### src/design/itd_pkg.sv
// Package for the interrupt transfer descriptor decoder and executor.
// Assumes a single 125 MHz clock domain and a 64-bit descriptor image.
package itd_pkg;

	// Descriptor field positions
	localparam int ADDR_HI      = 41;
	localparam int ADDR_LO      = 35;
	localparam int EP_UP_HI     = 34;
	localparam int EP_UP_LO     = 32;
	localparam int EP_LSB_POS   = 31;
	localparam int MPS_HI       = 28;
	localparam int MPS_LO       = 18;
	localparam int CNT_HI       = 17;
	localparam int CNT_LO       = 3;
	localparam int VALID_POS    = 0;
	localparam int IVL_HI       = 7;
	localparam int IVL_LO       = 3;
	localparam int SPEED_HI     = 49;
	localparam int SPEED_LO     = 48;
	localparam int SPLIT_POS    = 46;
	localparam int TTYPE_HI     = 45;
	localparam int TTYPE_LO     = 44;
	localparam int TOKEN_HI     = 43;
	localparam int TOKEN_LO     = 42;

	// Codes
	localparam logic [1:0] TTYPE_INTR  = 2'h3;
	localparam logic [1:0] TOKEN_OUT   = 2'h0;
	localparam logic [1:0] TOKEN_IN    = 2'h1;
	localparam logic [1:0] SPEED_LOW   = 2'h2;
	localparam logic [1:0] SPEED_FULL  = 2'h0;

	// Limits
	localparam logic [14:0] MAX_TOTAL_BYTES = 15'h1000;

	// Timing: one microframe is 125 us
	localparam int CLK_MHZ         = 125;
	localparam int UFRAME_NS       = 125000;
	localparam int UFRAME_CYCLES   = UFRAME_NS * CLK_MHZ / 1000;

	typedef enum logic [1:0] {
		ITD_SPD_HIGH,
		ITD_SPD_FULL,
		ITD_SPD_LOW
	} itd_speed_t;

	typedef enum logic [1:0] {
		ITD_PID_OUT,
		ITD_PID_IN,
		ITD_PID_NONE
	} itd_pid_t;

	// Decoded descriptor fields
	typedef struct packed {
		logic [6:0]  target_function_address;
		logic [3:0]  endpoint_number;
		logic [10:0] max_packet_bytes;
		logic [14:0] transfer_byte_count;
		logic [4:0]  poll_code;
		itd_speed_t  speed;
		itd_pid_t    pid;
		logic        is_interrupt;
		logic        valid;
	} itd_fields_t;

	// Transaction request to the packet engine
	typedef struct packed {
		logic [6:0]  addr;
		logic [3:0]  endp;
		itd_pid_t    pid;
		itd_speed_t  speed;
		logic [10:0] bytes;
	} itd_txn_t;

endpackage : itd_pkg

### src/design/itd_exec.sv
// Executor for one periodic interrupt transfer descriptor.
// Assumes software loads the descriptor image and a packet engine answers
// each transaction with done or fatal; all on ref_clk.
// The interval code sits in the low byte of the third descriptor word.
// That word is not part of the 64-bit image, so it comes in on its own pins.
// It is taken with the same load strobe as the image.
// Sharing bits with the byte count would tie the poll rate to the length.
//
// The microframe length is a parameter so a bench can shorten it.
// Hardware keeps the default.
`timescale 1ns/1ps
module itd_exec
	import itd_pkg::*;
#(
	parameter int UFRAME_CYC = UFRAME_CYCLES
)
(
	input  wire logic            ref_clk,
	input  wire logic            rst_n,
	input  wire logic            desc_load,
	input  wire logic [63:0]     desc_in,
	input  wire logic [7:0]      desc_poll_in,
	input  wire logic            txn_done,
	input  wire logic [10:0]     txn_xfer_bytes,
	input  wire logic            txn_fatal,
	output itd_pkg::itd_txn_t    txn_r,
	output logic                 txn_req_r,
	output logic                 desc_valid_r,
	output logic                 desc_done_r,
	output logic                 desc_error_r,
	output logic [14:0]          bytes_left_r
);
	import itd_pkg::*;

	typedef enum logic [1:0] {
		ST_IDLE,
		ST_WAIT,
		ST_ISSUE,
		ST_BUSY
	} itd_state_t;

	itd_state_t  state_r;
	logic [63:0] desc_r;
	itd_fields_t fields;
	logic [16:0] uframe_cnt_r;
	logic        uframe_tick;
	logic [7:0]  poll_cnt_r;
	logic [7:0]  period_uf;
	logic        run_ok;
	logic [4:0]  poll_code_r;

	itd_decode u_dec (
		.desc   (desc_r),
		.fields (fields)
	);

	// Interval code, captured with the image
	always_ff @(posedge ref_clk or negedge rst_n) begin
		if (!rst_n) begin
			poll_code_r <= 5'h00;
		end else if (desc_load) begin
			poll_code_r <= desc_poll_in[IVL_HI:IVL_LO];
		end
	end

	// 2 ms is 16 microframes = 2^(5-1); highest set bit picks the rate
	// Code zero is treated as b=4, so the period never collapses to nothing
	always_comb begin
		if (poll_code_r[4])      period_uf = 8'h00; // 256 wraps, counter handles
		else if (poll_code_r[3]) period_uf = 8'h80;
		else if (poll_code_r[2]) period_uf = 8'h40;
		else if (poll_code_r[1]) period_uf = 8'h20;
		else if (poll_code_r[0]) period_uf = 8'h10;
		else                     period_uf = 8'h08;
	end

	// Oversized total or bad token never reaches the bus
	assign run_ok = fields.is_interrupt
		&& (fields.transfer_byte_count <= MAX_TOTAL_BYTES)
		&& (fields.pid != ITD_PID_NONE);

	// Microframe tick divider
	always_ff @(posedge ref_clk or negedge rst_n) begin
		if (!rst_n) begin
			uframe_cnt_r <= 17'h00000;
		end else if (uframe_cnt_r == 17'(UFRAME_CYC - 1)) begin
			uframe_cnt_r <= 17'h00000;
		end else begin
			uframe_cnt_r <= uframe_cnt_r + 17'h00001;
		end
	end
	assign uframe_tick = (uframe_cnt_r == 17'(UFRAME_CYC - 1));

	// Poll interval counter, restarted on load
	always_ff @(posedge ref_clk or negedge rst_n) begin
		if (!rst_n) begin
			poll_cnt_r <= 8'h00;
		end else if (desc_load || (uframe_tick && poll_cnt_r == period_uf - 8'h01)) begin
			poll_cnt_r <= 8'h00;
		end else if (uframe_tick) begin
			poll_cnt_r <= poll_cnt_r + 8'h01;
		end
	end

	// Descriptor image; valid bit is the only field hardware writes
	always_ff @(posedge ref_clk or negedge rst_n) begin
		if (!rst_n) begin
			desc_r <= 64'h0000_0000_0000_0000;
		end else if (desc_load) begin
			desc_r <= desc_in;
		end else if ((state_r == ST_BUSY && txn_fatal) ||
			(state_r == ST_BUSY && txn_done && bytes_left_r <= 15'(txn_xfer_bytes)) ||
			(state_r == ST_WAIT && !run_ok)) begin
			desc_r[VALID_POS] <= 1'b0;
		end
	end

	// Execution sequencer
	always_ff @(posedge ref_clk or negedge rst_n) begin
		if (!rst_n) begin
			state_r      <= ST_IDLE;
			txn_r        <= '0;
			txn_req_r    <= 1'b0;
			bytes_left_r <= 15'h0000;
			desc_done_r  <= 1'b0;
			desc_error_r <= 1'b0;
		end else begin
			txn_req_r   <= 1'b0;
			desc_done_r <= 1'b0;
			if (desc_load) begin
				desc_error_r <= 1'b0;
				state_r      <= desc_in[VALID_POS] ? ST_WAIT : ST_IDLE;
				bytes_left_r <= desc_in[CNT_HI:CNT_LO];
			end else begin
				unique case (state_r)
					ST_IDLE: begin
						state_r <= ST_IDLE;
					end
					ST_WAIT: begin
						if (!fields.valid) begin
							state_r <= ST_IDLE;
						end else if (!run_ok) begin
							desc_error_r <= 1'b1;
							state_r      <= ST_IDLE;
						end else if (uframe_tick && poll_cnt_r == period_uf - 8'h01) begin
							state_r <= ST_ISSUE;
						end
					end
					ST_ISSUE: begin
						txn_r.addr  <= fields.target_function_address;
						txn_r.endp  <= fields.endpoint_number;
						txn_r.pid   <= fields.pid;
						txn_r.speed <= fields.speed;
						txn_r.bytes <= (bytes_left_r > 15'(fields.max_packet_bytes)) ?
							fields.max_packet_bytes : bytes_left_r[10:0];
						txn_req_r   <= 1'b1;
						state_r     <= ST_BUSY;
					end
					ST_BUSY: begin
						if (txn_fatal) begin
							desc_error_r <= 1'b1;
							state_r      <= ST_IDLE;
						end else if (txn_done) begin
							if (bytes_left_r <= 15'(txn_xfer_bytes)) begin
								bytes_left_r <= 15'h0000;
								desc_done_r  <= 1'b1;
								state_r      <= ST_IDLE;
							end else begin
								bytes_left_r <= bytes_left_r - 15'(txn_xfer_bytes);
								state_r      <= ST_WAIT;
							end
						end
					end
				endcase
			end
		end
	end

	// Valid flag mirrored as a registered output
	always_ff @(posedge ref_clk or negedge rst_n) begin
		if (!rst_n) begin
			desc_valid_r <= 1'b0;
		end else begin
			desc_valid_r <= desc_load ? desc_in[VALID_POS] :
				(desc_r[VALID_POS] && !(state_r == ST_BUSY && (txn_fatal ||
				(txn_done && bytes_left_r <= 15'(txn_xfer_bytes))))
				&& !(state_r == ST_WAIT && !run_ok));
		end
	end
endmodule : itd_exec

### src/design/itd_decode.sv
// Field decoder for the interrupt transfer descriptor image.
// Assumes a static 64-bit descriptor word; purely combinational.
`timescale 1ns/1ps
module itd_decode
	import itd_pkg::*;
(
	input  wire logic [63:0] desc,
	output itd_pkg::itd_fields_t fields
);
	// Reserved bits 30:29 and 2:1 are never looked at
	always_comb begin
		fields.target_function_address = desc[ADDR_HI:ADDR_LO];
		fields.endpoint_number         = {desc[EP_UP_HI:EP_UP_LO], desc[EP_LSB_POS]};
		fields.max_packet_bytes        = desc[MPS_HI:MPS_LO];
		fields.transfer_byte_count     = desc[CNT_HI:CNT_LO];
		fields.poll_code               = 5'h00; // Interval lives in the third word, not here
		fields.is_interrupt            = (desc[TTYPE_HI:TTYPE_LO] == TTYPE_INTR);
		fields.valid                   = desc[VALID_POS];
		// Split bit picks high speed or translator speed
		if (!desc[SPLIT_POS]) begin
			fields.speed = ITD_SPD_HIGH;
		end else if (desc[SPEED_HI:SPEED_LO] == SPEED_LOW) begin
			fields.speed = ITD_SPD_LOW;
		end else begin
			fields.speed = ITD_SPD_FULL;
		end
		unique case (desc[TOKEN_HI:TOKEN_LO])
			TOKEN_OUT: fields.pid = ITD_PID_OUT;
			TOKEN_IN:  fields.pid = ITD_PID_IN;
			default:   fields.pid = ITD_PID_NONE;
		endcase
	end
endmodule : itd_decode

### config.mk
export PLATFORM = sky130hd
export DESIGN_NAME = itd_exec
export DESIGN_NICKNAME = d
export VERILOG_FILES = /design/src/design/itd_pkg.sv /design/src/design/itd_exec.sv /design/src/design/itd_decode.sv
export SDC_FILE = /design/constraint.sdc
export NUM_CORES = 1
export LEC_CHECK = 0
export BUFFER_PORTS_ARGS = -buffer_cell sky130_fd_sc_hd__buf_2
export CAP_MARGIN = 20
export CORE_AREA = 10 10 161 118
export CTS_BUF_LIST = sky130_fd_sc_hd__clkbuf_4 sky130_fd_sc_hd__clkbuf_8 sky130_fd_sc_hd__clkbuf_16
export DETAILED_ROUTE_END_ITERATION = 12
export DIE_AREA = 0 0 171 128
export GPL_TIMING_DRIVEN = 1
export PLACE_DENSITY_LB_ADDON = 0.05
export SLEW_MARGIN = 20
export SYNTH_ARGS = -nofsm -noshare
export SYNTH_HDL_FRONTEND = slang
export SYNTH_SLANG_ARGS = --single-unit
### constraint.sdc
create_clock -name ref_clk -period 5 [get_ports ref_clk]
set_clock_uncertainty 0.15 [all_clocks]
set_input_delay 0.75 -clock ref_clk [delete_from_list [all_inputs] [get_ports ref_clk]]
set_output_delay 0.75 -clock ref_clk [all_outputs]
set_load 0.01 [all_outputs]
== After elaboration in Yosys (flattened, before gate mapping) ==
Cells that the tools add are included.
Cells by class
  bitwise logic cells: 1
  magnitude comparators: 3
  muxes and demuxes: 41
  equality and inequality tests: 15
  add/sub/neg operators: 4
  reduce and logical (&&, ||, !) cells: 29
Operators with widths (count)
  15-bit two-way mux: 5
  8-bit two-way mux: 4
  17-bit by 1-bit adder with 17-bit output (second input constant): 1
  17-bit by 14-bit equality test with 1-bit output (second input constant): 1
  17-bit two-way mux: 1
  1-bit two-way mux: 16
  2-bit two-way mux: 8
  15-bit by 11-bit > comparator with 1-bit output: 1
  15-bit by 11-bit less-or-equal comparator with 1-bit output: 1
  15-bit by 13-bit less-or-equal comparator with 1-bit output (second input constant): 1
  15-bit by 11-bit subtractor with 15-bit output: 1
  1-bit logical AND: 11
  11-bit two-way mux: 1
  3-bit != test (second input constant): 3
  8-bit by 1-bit adder with 8-bit output (second input constant): 1
  2-bit equality test (second input constant): 4
  8-bit equality test: 1
  2-bit one-hot mux with 4 select lines: 1
  2-bit nonzero test: 4
  8-bit by 1-bit subtractor with 8-bit output (second input constant): 1
  7-bit two-way mux: 1
  6-bit two-way mux: 1
  5-bit two-way mux: 1
  5-bit != test (second input constant): 1
  13 further kinds: 22
Word-level totals
  word-level logic and storage cells: 109
  input bits: 88
  output and inout port bits: 45
  register bits: 127

== Depth between registers and ports, before layout ==
  word-level depth: 13
  gate-level depth with buffers: 10
  gate-level depth less buffers: 10

== By module ==
Synthesis repeated with hierarchy kept, for this count alone.
Unflattened totals
  cells, all modules: 658
  area, all modules: 7208.2 µm²
Modules (own cells, without submodules)
  itd_exec: times used 1, cells each 608, sequential area each 3528.4 µm², area an instance 6847.8 µm²
  itd_decode: times used 1, cells each 50, sequential area each 0.0 µm², area an instance 360.3 µm²

== Worst setup path after synthesis ==
OpenSTA, ideal clock, no wires.
  path kind: input to register
  from: input port txn_xfer_bytes[5]
  to: register desc_r[0]
  stages: 9
  library setup time: 0.124 ns
  arrival: 2.520 ns
  path slack: 2.206 ns
  path through: inv_1 -> ha_1 -> clkbuf_1 -> nand3_1 -> o31a_1 -> a211oi_1 -> a21o_1 -> a21oi_1 -> o31a_1
Between the ends
  cells in the longest elaborated chain, start to end: 5
Ends and longest elaborated chain
  from (decl): line itd_exec.sv:24  | input wire logic [10:0] txn_xfer_bytes,
  15-bit by 11-bit less-or-equal comparator with 1-bit output: line itd_exec.sv:112  | (state_r == ST_BUSY && txn_done && bytes_left_r <= 15'(txn_xfer_bytes)) ||
  1-bit logical AND: line itd_exec.sv:112
  1-bit logical OR: line itd_exec.sv:111  | end else if ((state_r == ST_BUSY && txn_fatal) ||
  1-bit logical OR: line itd_exec.sv:112
  2-bit nonzero test (no line)
  to (signal assigned): line itd_exec.sv:110  | desc_r <= desc_in;
  to (decl): line itd_exec.sv:43  | logic [63:0] desc_r;
No other way between the ends.
A chain may end at the register's enable or synchronous reset.

== Worst setup path in the final report ==
  from: register poll_code_r[4]
  to: register state_r[0]
Between the ends
  cells in the longest elaborated chain, start to end: 6
Ends and longest elaborated chain
  from (decl): line itd_exec.sv:50  | logic [4:0] poll_code_r;
  from (signal assigned): line itd_exec.sv:62  | poll_code_r <= desc_poll_in[IVL_HI:IVL_LO];
  8-bit two-way mux: line itd_exec.sv:69  | if (poll_code_r[4]) period_uf = 8'h00;
  8-bit by 1-bit subtractor with 8-bit output: line itd_exec.sv:145  | end else if (uframe_tick && poll_cnt_r == period_uf - 8'h01) begin
  8-bit equality test: line itd_exec.sv:145
  1-bit logical AND: line itd_exec.sv:145
  5-bit != test (no line)
  2-bit AND reduction (no line)
  to (signal assigned): line itd_exec.sv:132  | state_r <= desc_in[VALID_POS] ? ST_WAIT : ST_IDLE;
  to (decl): line itd_exec.sv:42  | itd_state_t state_r;
No other way between the ends.

==> summary.txt <==
Logic synthesis
  • Post-Synth Simple-Gate Area: 0.178
  • Ys Warns: 0
  • FF+latch count, synth: 122
  • Post-synth cell types: 57
  • Post-synth EDFFs: 0
  • Complex-gate fraction of the synthesized area: 0.110
  • Xor-xnor portion of the synthesized cell area: 0.0507
  • Post-synth top area cell: dfrtp_1
  • Synth area leaders: dfrtp_1 49%, nand2_1 5.4%, ha_1 5.2%, mux2_2 4.9%, xor2_1 3.0%
  • Mean Syn Cell Area: 9.86 sq um
  • Register area share after synthesis: 0.491
  • Synth Cell Area: 6220 sq um
  • Post-synth ARST share: 1.00
  • Mux contribution to synthesized area: 0.0714
  • Post-Syn Instances: 631
  • Combinational family with the most area after synthesis: simple AND/OR/NAND/NOR gates
  • Yosys top cell area share: 0.491
  • Primary FF master, synth: dfrtp_1
  • Synth Net Count: roughly 750
  • Adder-Cell Fraction of Synth Area: 0.0555

Placed design
  • DP Area: 6960 sq um
  • Worst slack, placed: 1.80 ns
  • DP HPWL: 11900 microns
  • IO Port Bufs: 110
  • Gpl congestion: 0.823

Route
  • Total number of vias: 4834
  • Via/cell ratio: 5.05
  • Met2 wire len: 7150 microns
  • WL/cell: 16.9 microns
  • Routed met1 length: 7700 microns
  • WL final: approximately 16000 microns
  • DR WL met3: between 1000 and 1500 microns
  • # DRC: 0
  • Drt pass-1 iters: 4
  • Initial DRC Count: ~280
  • DR top layer: met4
  • Routed Antenna Nets: 0

Timing
  • Hold Vio Cnt, Final: 0
  • Final WS setup: between 2 and 2.5 ns
  • Min cycle time layout: 2.95 ns
  • Worst Tran Pin Value: 0.804 ns
  • RSZ-0062 raised after global routing: false
  • Final worst-path cycle share: 0.590
  • Final slew viol count: 0
  • F_max: 0.339 GHz
  • Max_slew headroom: 0.464
  • Final setup violation count: 0
  • Worst Hold Slack: 0.227 ns
  • TNS Setup: 0 ns

Critical path
  • CP max stage delay: 0.53 ns
  • CP Max Fanout: 6
  • Crit Path Class: flip-flop to flip-flop
  • WP data arrival: 3.10 ns
  • Crit path buf inv count: 0
  • CP Launch Type: flip-flop
  • Slowest cell on crit path: a2111oi_2
  • CP Cell Sequence: nor4_1 -> nand2b_1 -> ha_1 -> or3_1 -> o31a_1 -> a2111oi_2 -> a211oi_1 -> a221o_1
  • Top delay family on crit path: compound AO/OA/AOI/OAI gates
  • WP data required: 5.15 ns
  • CP Capture Type: flip-flop

Outcome
  • Status: completed

Global route
  • Vias in the first global route: 4880
  • Gr ovfl total: 0
  • First-pass GRT wire length: 25900 microns
  • GR Util All Layers: 0.151
  • Pin count of the biggest net entering global routing: 78
  • Initial antenna violation count: 2

CTS
  • Clock Tree Buf Depth: 2
  • Post-CTS Resized: 0
  • Post-CTS setup buffer count: 0
  • Hold-fix buffer count after cts: 0
  • Clk slew on worst S/H paths: about 0.060 ns
  • TritonCTS clock tree: built
  • CTS buffer count: 17
  • Htree depth: 4
  • Worst-Skew Late Latency: between 0.4 and 0.5 ns
  • Root Buffer: clkbuf_16
  • Clock sink total: 122

Floorplanning
  • Initial cell density of the core: 0.389
  • Die Wd: 171 microns
  • DIE AREA: 21900 sq um
  • # rows: 39
  • Area of the core: 16000 sq um
  • I/O pin cnt: 133
  • Die H: between 100 and 150 microns

Final layout
  • Share of cells above drive strength 1: 0.240
  • Layout area overhead: 20.9%
  • Core Util, Final: 0.470
  • Layout fillers: 1536
  • Final instance area: 7520 sq um
  • Nets: roughly 850

Flow run
  • Max Cap Violations: 0

Pwr
  • Leak: 3.66 nW
  • Pwr dens: 342 nW/um^2
  • VDD IR max: 0.211 mV

Worst hold path
  • Hold crit path type: input port to async pin
[cell families after synthesis]
family                   count (synthesis)
multiplexers                            41
flip-flops                             122
XOR/XNOR                                36
adder cells (fa/ha/maj)                 27
AO/OA/AOI/OAI                          105
AND/OR/NAND/NOR                        230
buffers and inverters                   70
[report_power, final]
| part | switching, mW | total [mW] | leakage [nW] | internal (mW) |
|---|---|---|---|---|
| sequential | 0.0482 | 1.09 | 1.55 | 1.04 |
| combinational | 0.193 | 0.342 | 1.84 | 0.149 |
| clock | 0.445 | 1.15 | 0.262 | 0.701 |
| total | 0.686 | 2.58 | 3.66 | 1.89 |
[metrics by stage]
step,total power [mW],std cells
global placement,1.44,925
floorplan,1.32,631
CTS,2.62,956
detailed placement,1.45,925
finish,2.58,958
global route,2.71,956
[flip-flops by register name, indices dropped and copies added (netlist names), 2 cells and up]
| name | count |
|---|---|
| state_r | 2 |
| uframe_cnt_r | 17 |
| poll_code_r | 5 |
| desc_r | 45 |
| bytes_left_r | 15 |
| txn_r | 26 |
| poll_cnt_r | 8 |
[synth_stat cells, drive strengths merged, types with 7 or more instances]
library cell,number
nand2,90
nand4,10
nor4,10
mux2i,14
ha,26
nand2b,7
nand3b,8
o21ai,46
mux2,27
clkbuf,20
inv,44
nor2,40
a21oi,15
nand3,27
dfrtp,122
xnor2,15
nor3,12
xor2,21
[worst paths after layout]
kind	startpoint	endpoint	slack [ns]	cells past startpoint
setup reg to reg	poll_code_r[4]	state_r[0]	2.05	8
max in group asynchronous	rst_n	desc_r[48]	3.53	2
setup / recovery	poll_code_r[4]	state_r[0]	2.05	8
hold / removal	rst_n	desc_r[10]	0.23	1
hold reg to reg	desc_r[31]	txn_r[15]	0.31	2
min in group ref_clk	desc_r[31]	txn_r[15]	0.31	2
[cell usage in the layout (no fill, tap or decap), drive strengths merged, types with 21 or more instances in the layout]
cell / n
dfrtp: 122
buf: 115
nand2: 90
o21ai: 46
inv: 44
nor2: 40
nand3: 27
mux2: 27
ha: 26
xor2: 21
[cell type report]
class,instances,area (sq um),area share
Antenna cell,2,5.00,0.000665
Clock buffer,19,453,0.0602
Clock inverter,12,101,0.0135
Inverter,44,165,0.0220
Multi-Input combinational cell,439,2890,0.385
Sequential cell,122,3050,0.406
Tap cell,205,256,0.0341
Timing Repair Buffer,115,593,0.0789
[metal layers]
metal	global-route usage	vias to the layer above
met5	0	-
met4	0.0556	0
met3	0.0449	20
met2	0.222	100
met1	0.204	2291
li1	-	2423
No activity file was read; power rests on OpenSTA's default activity.
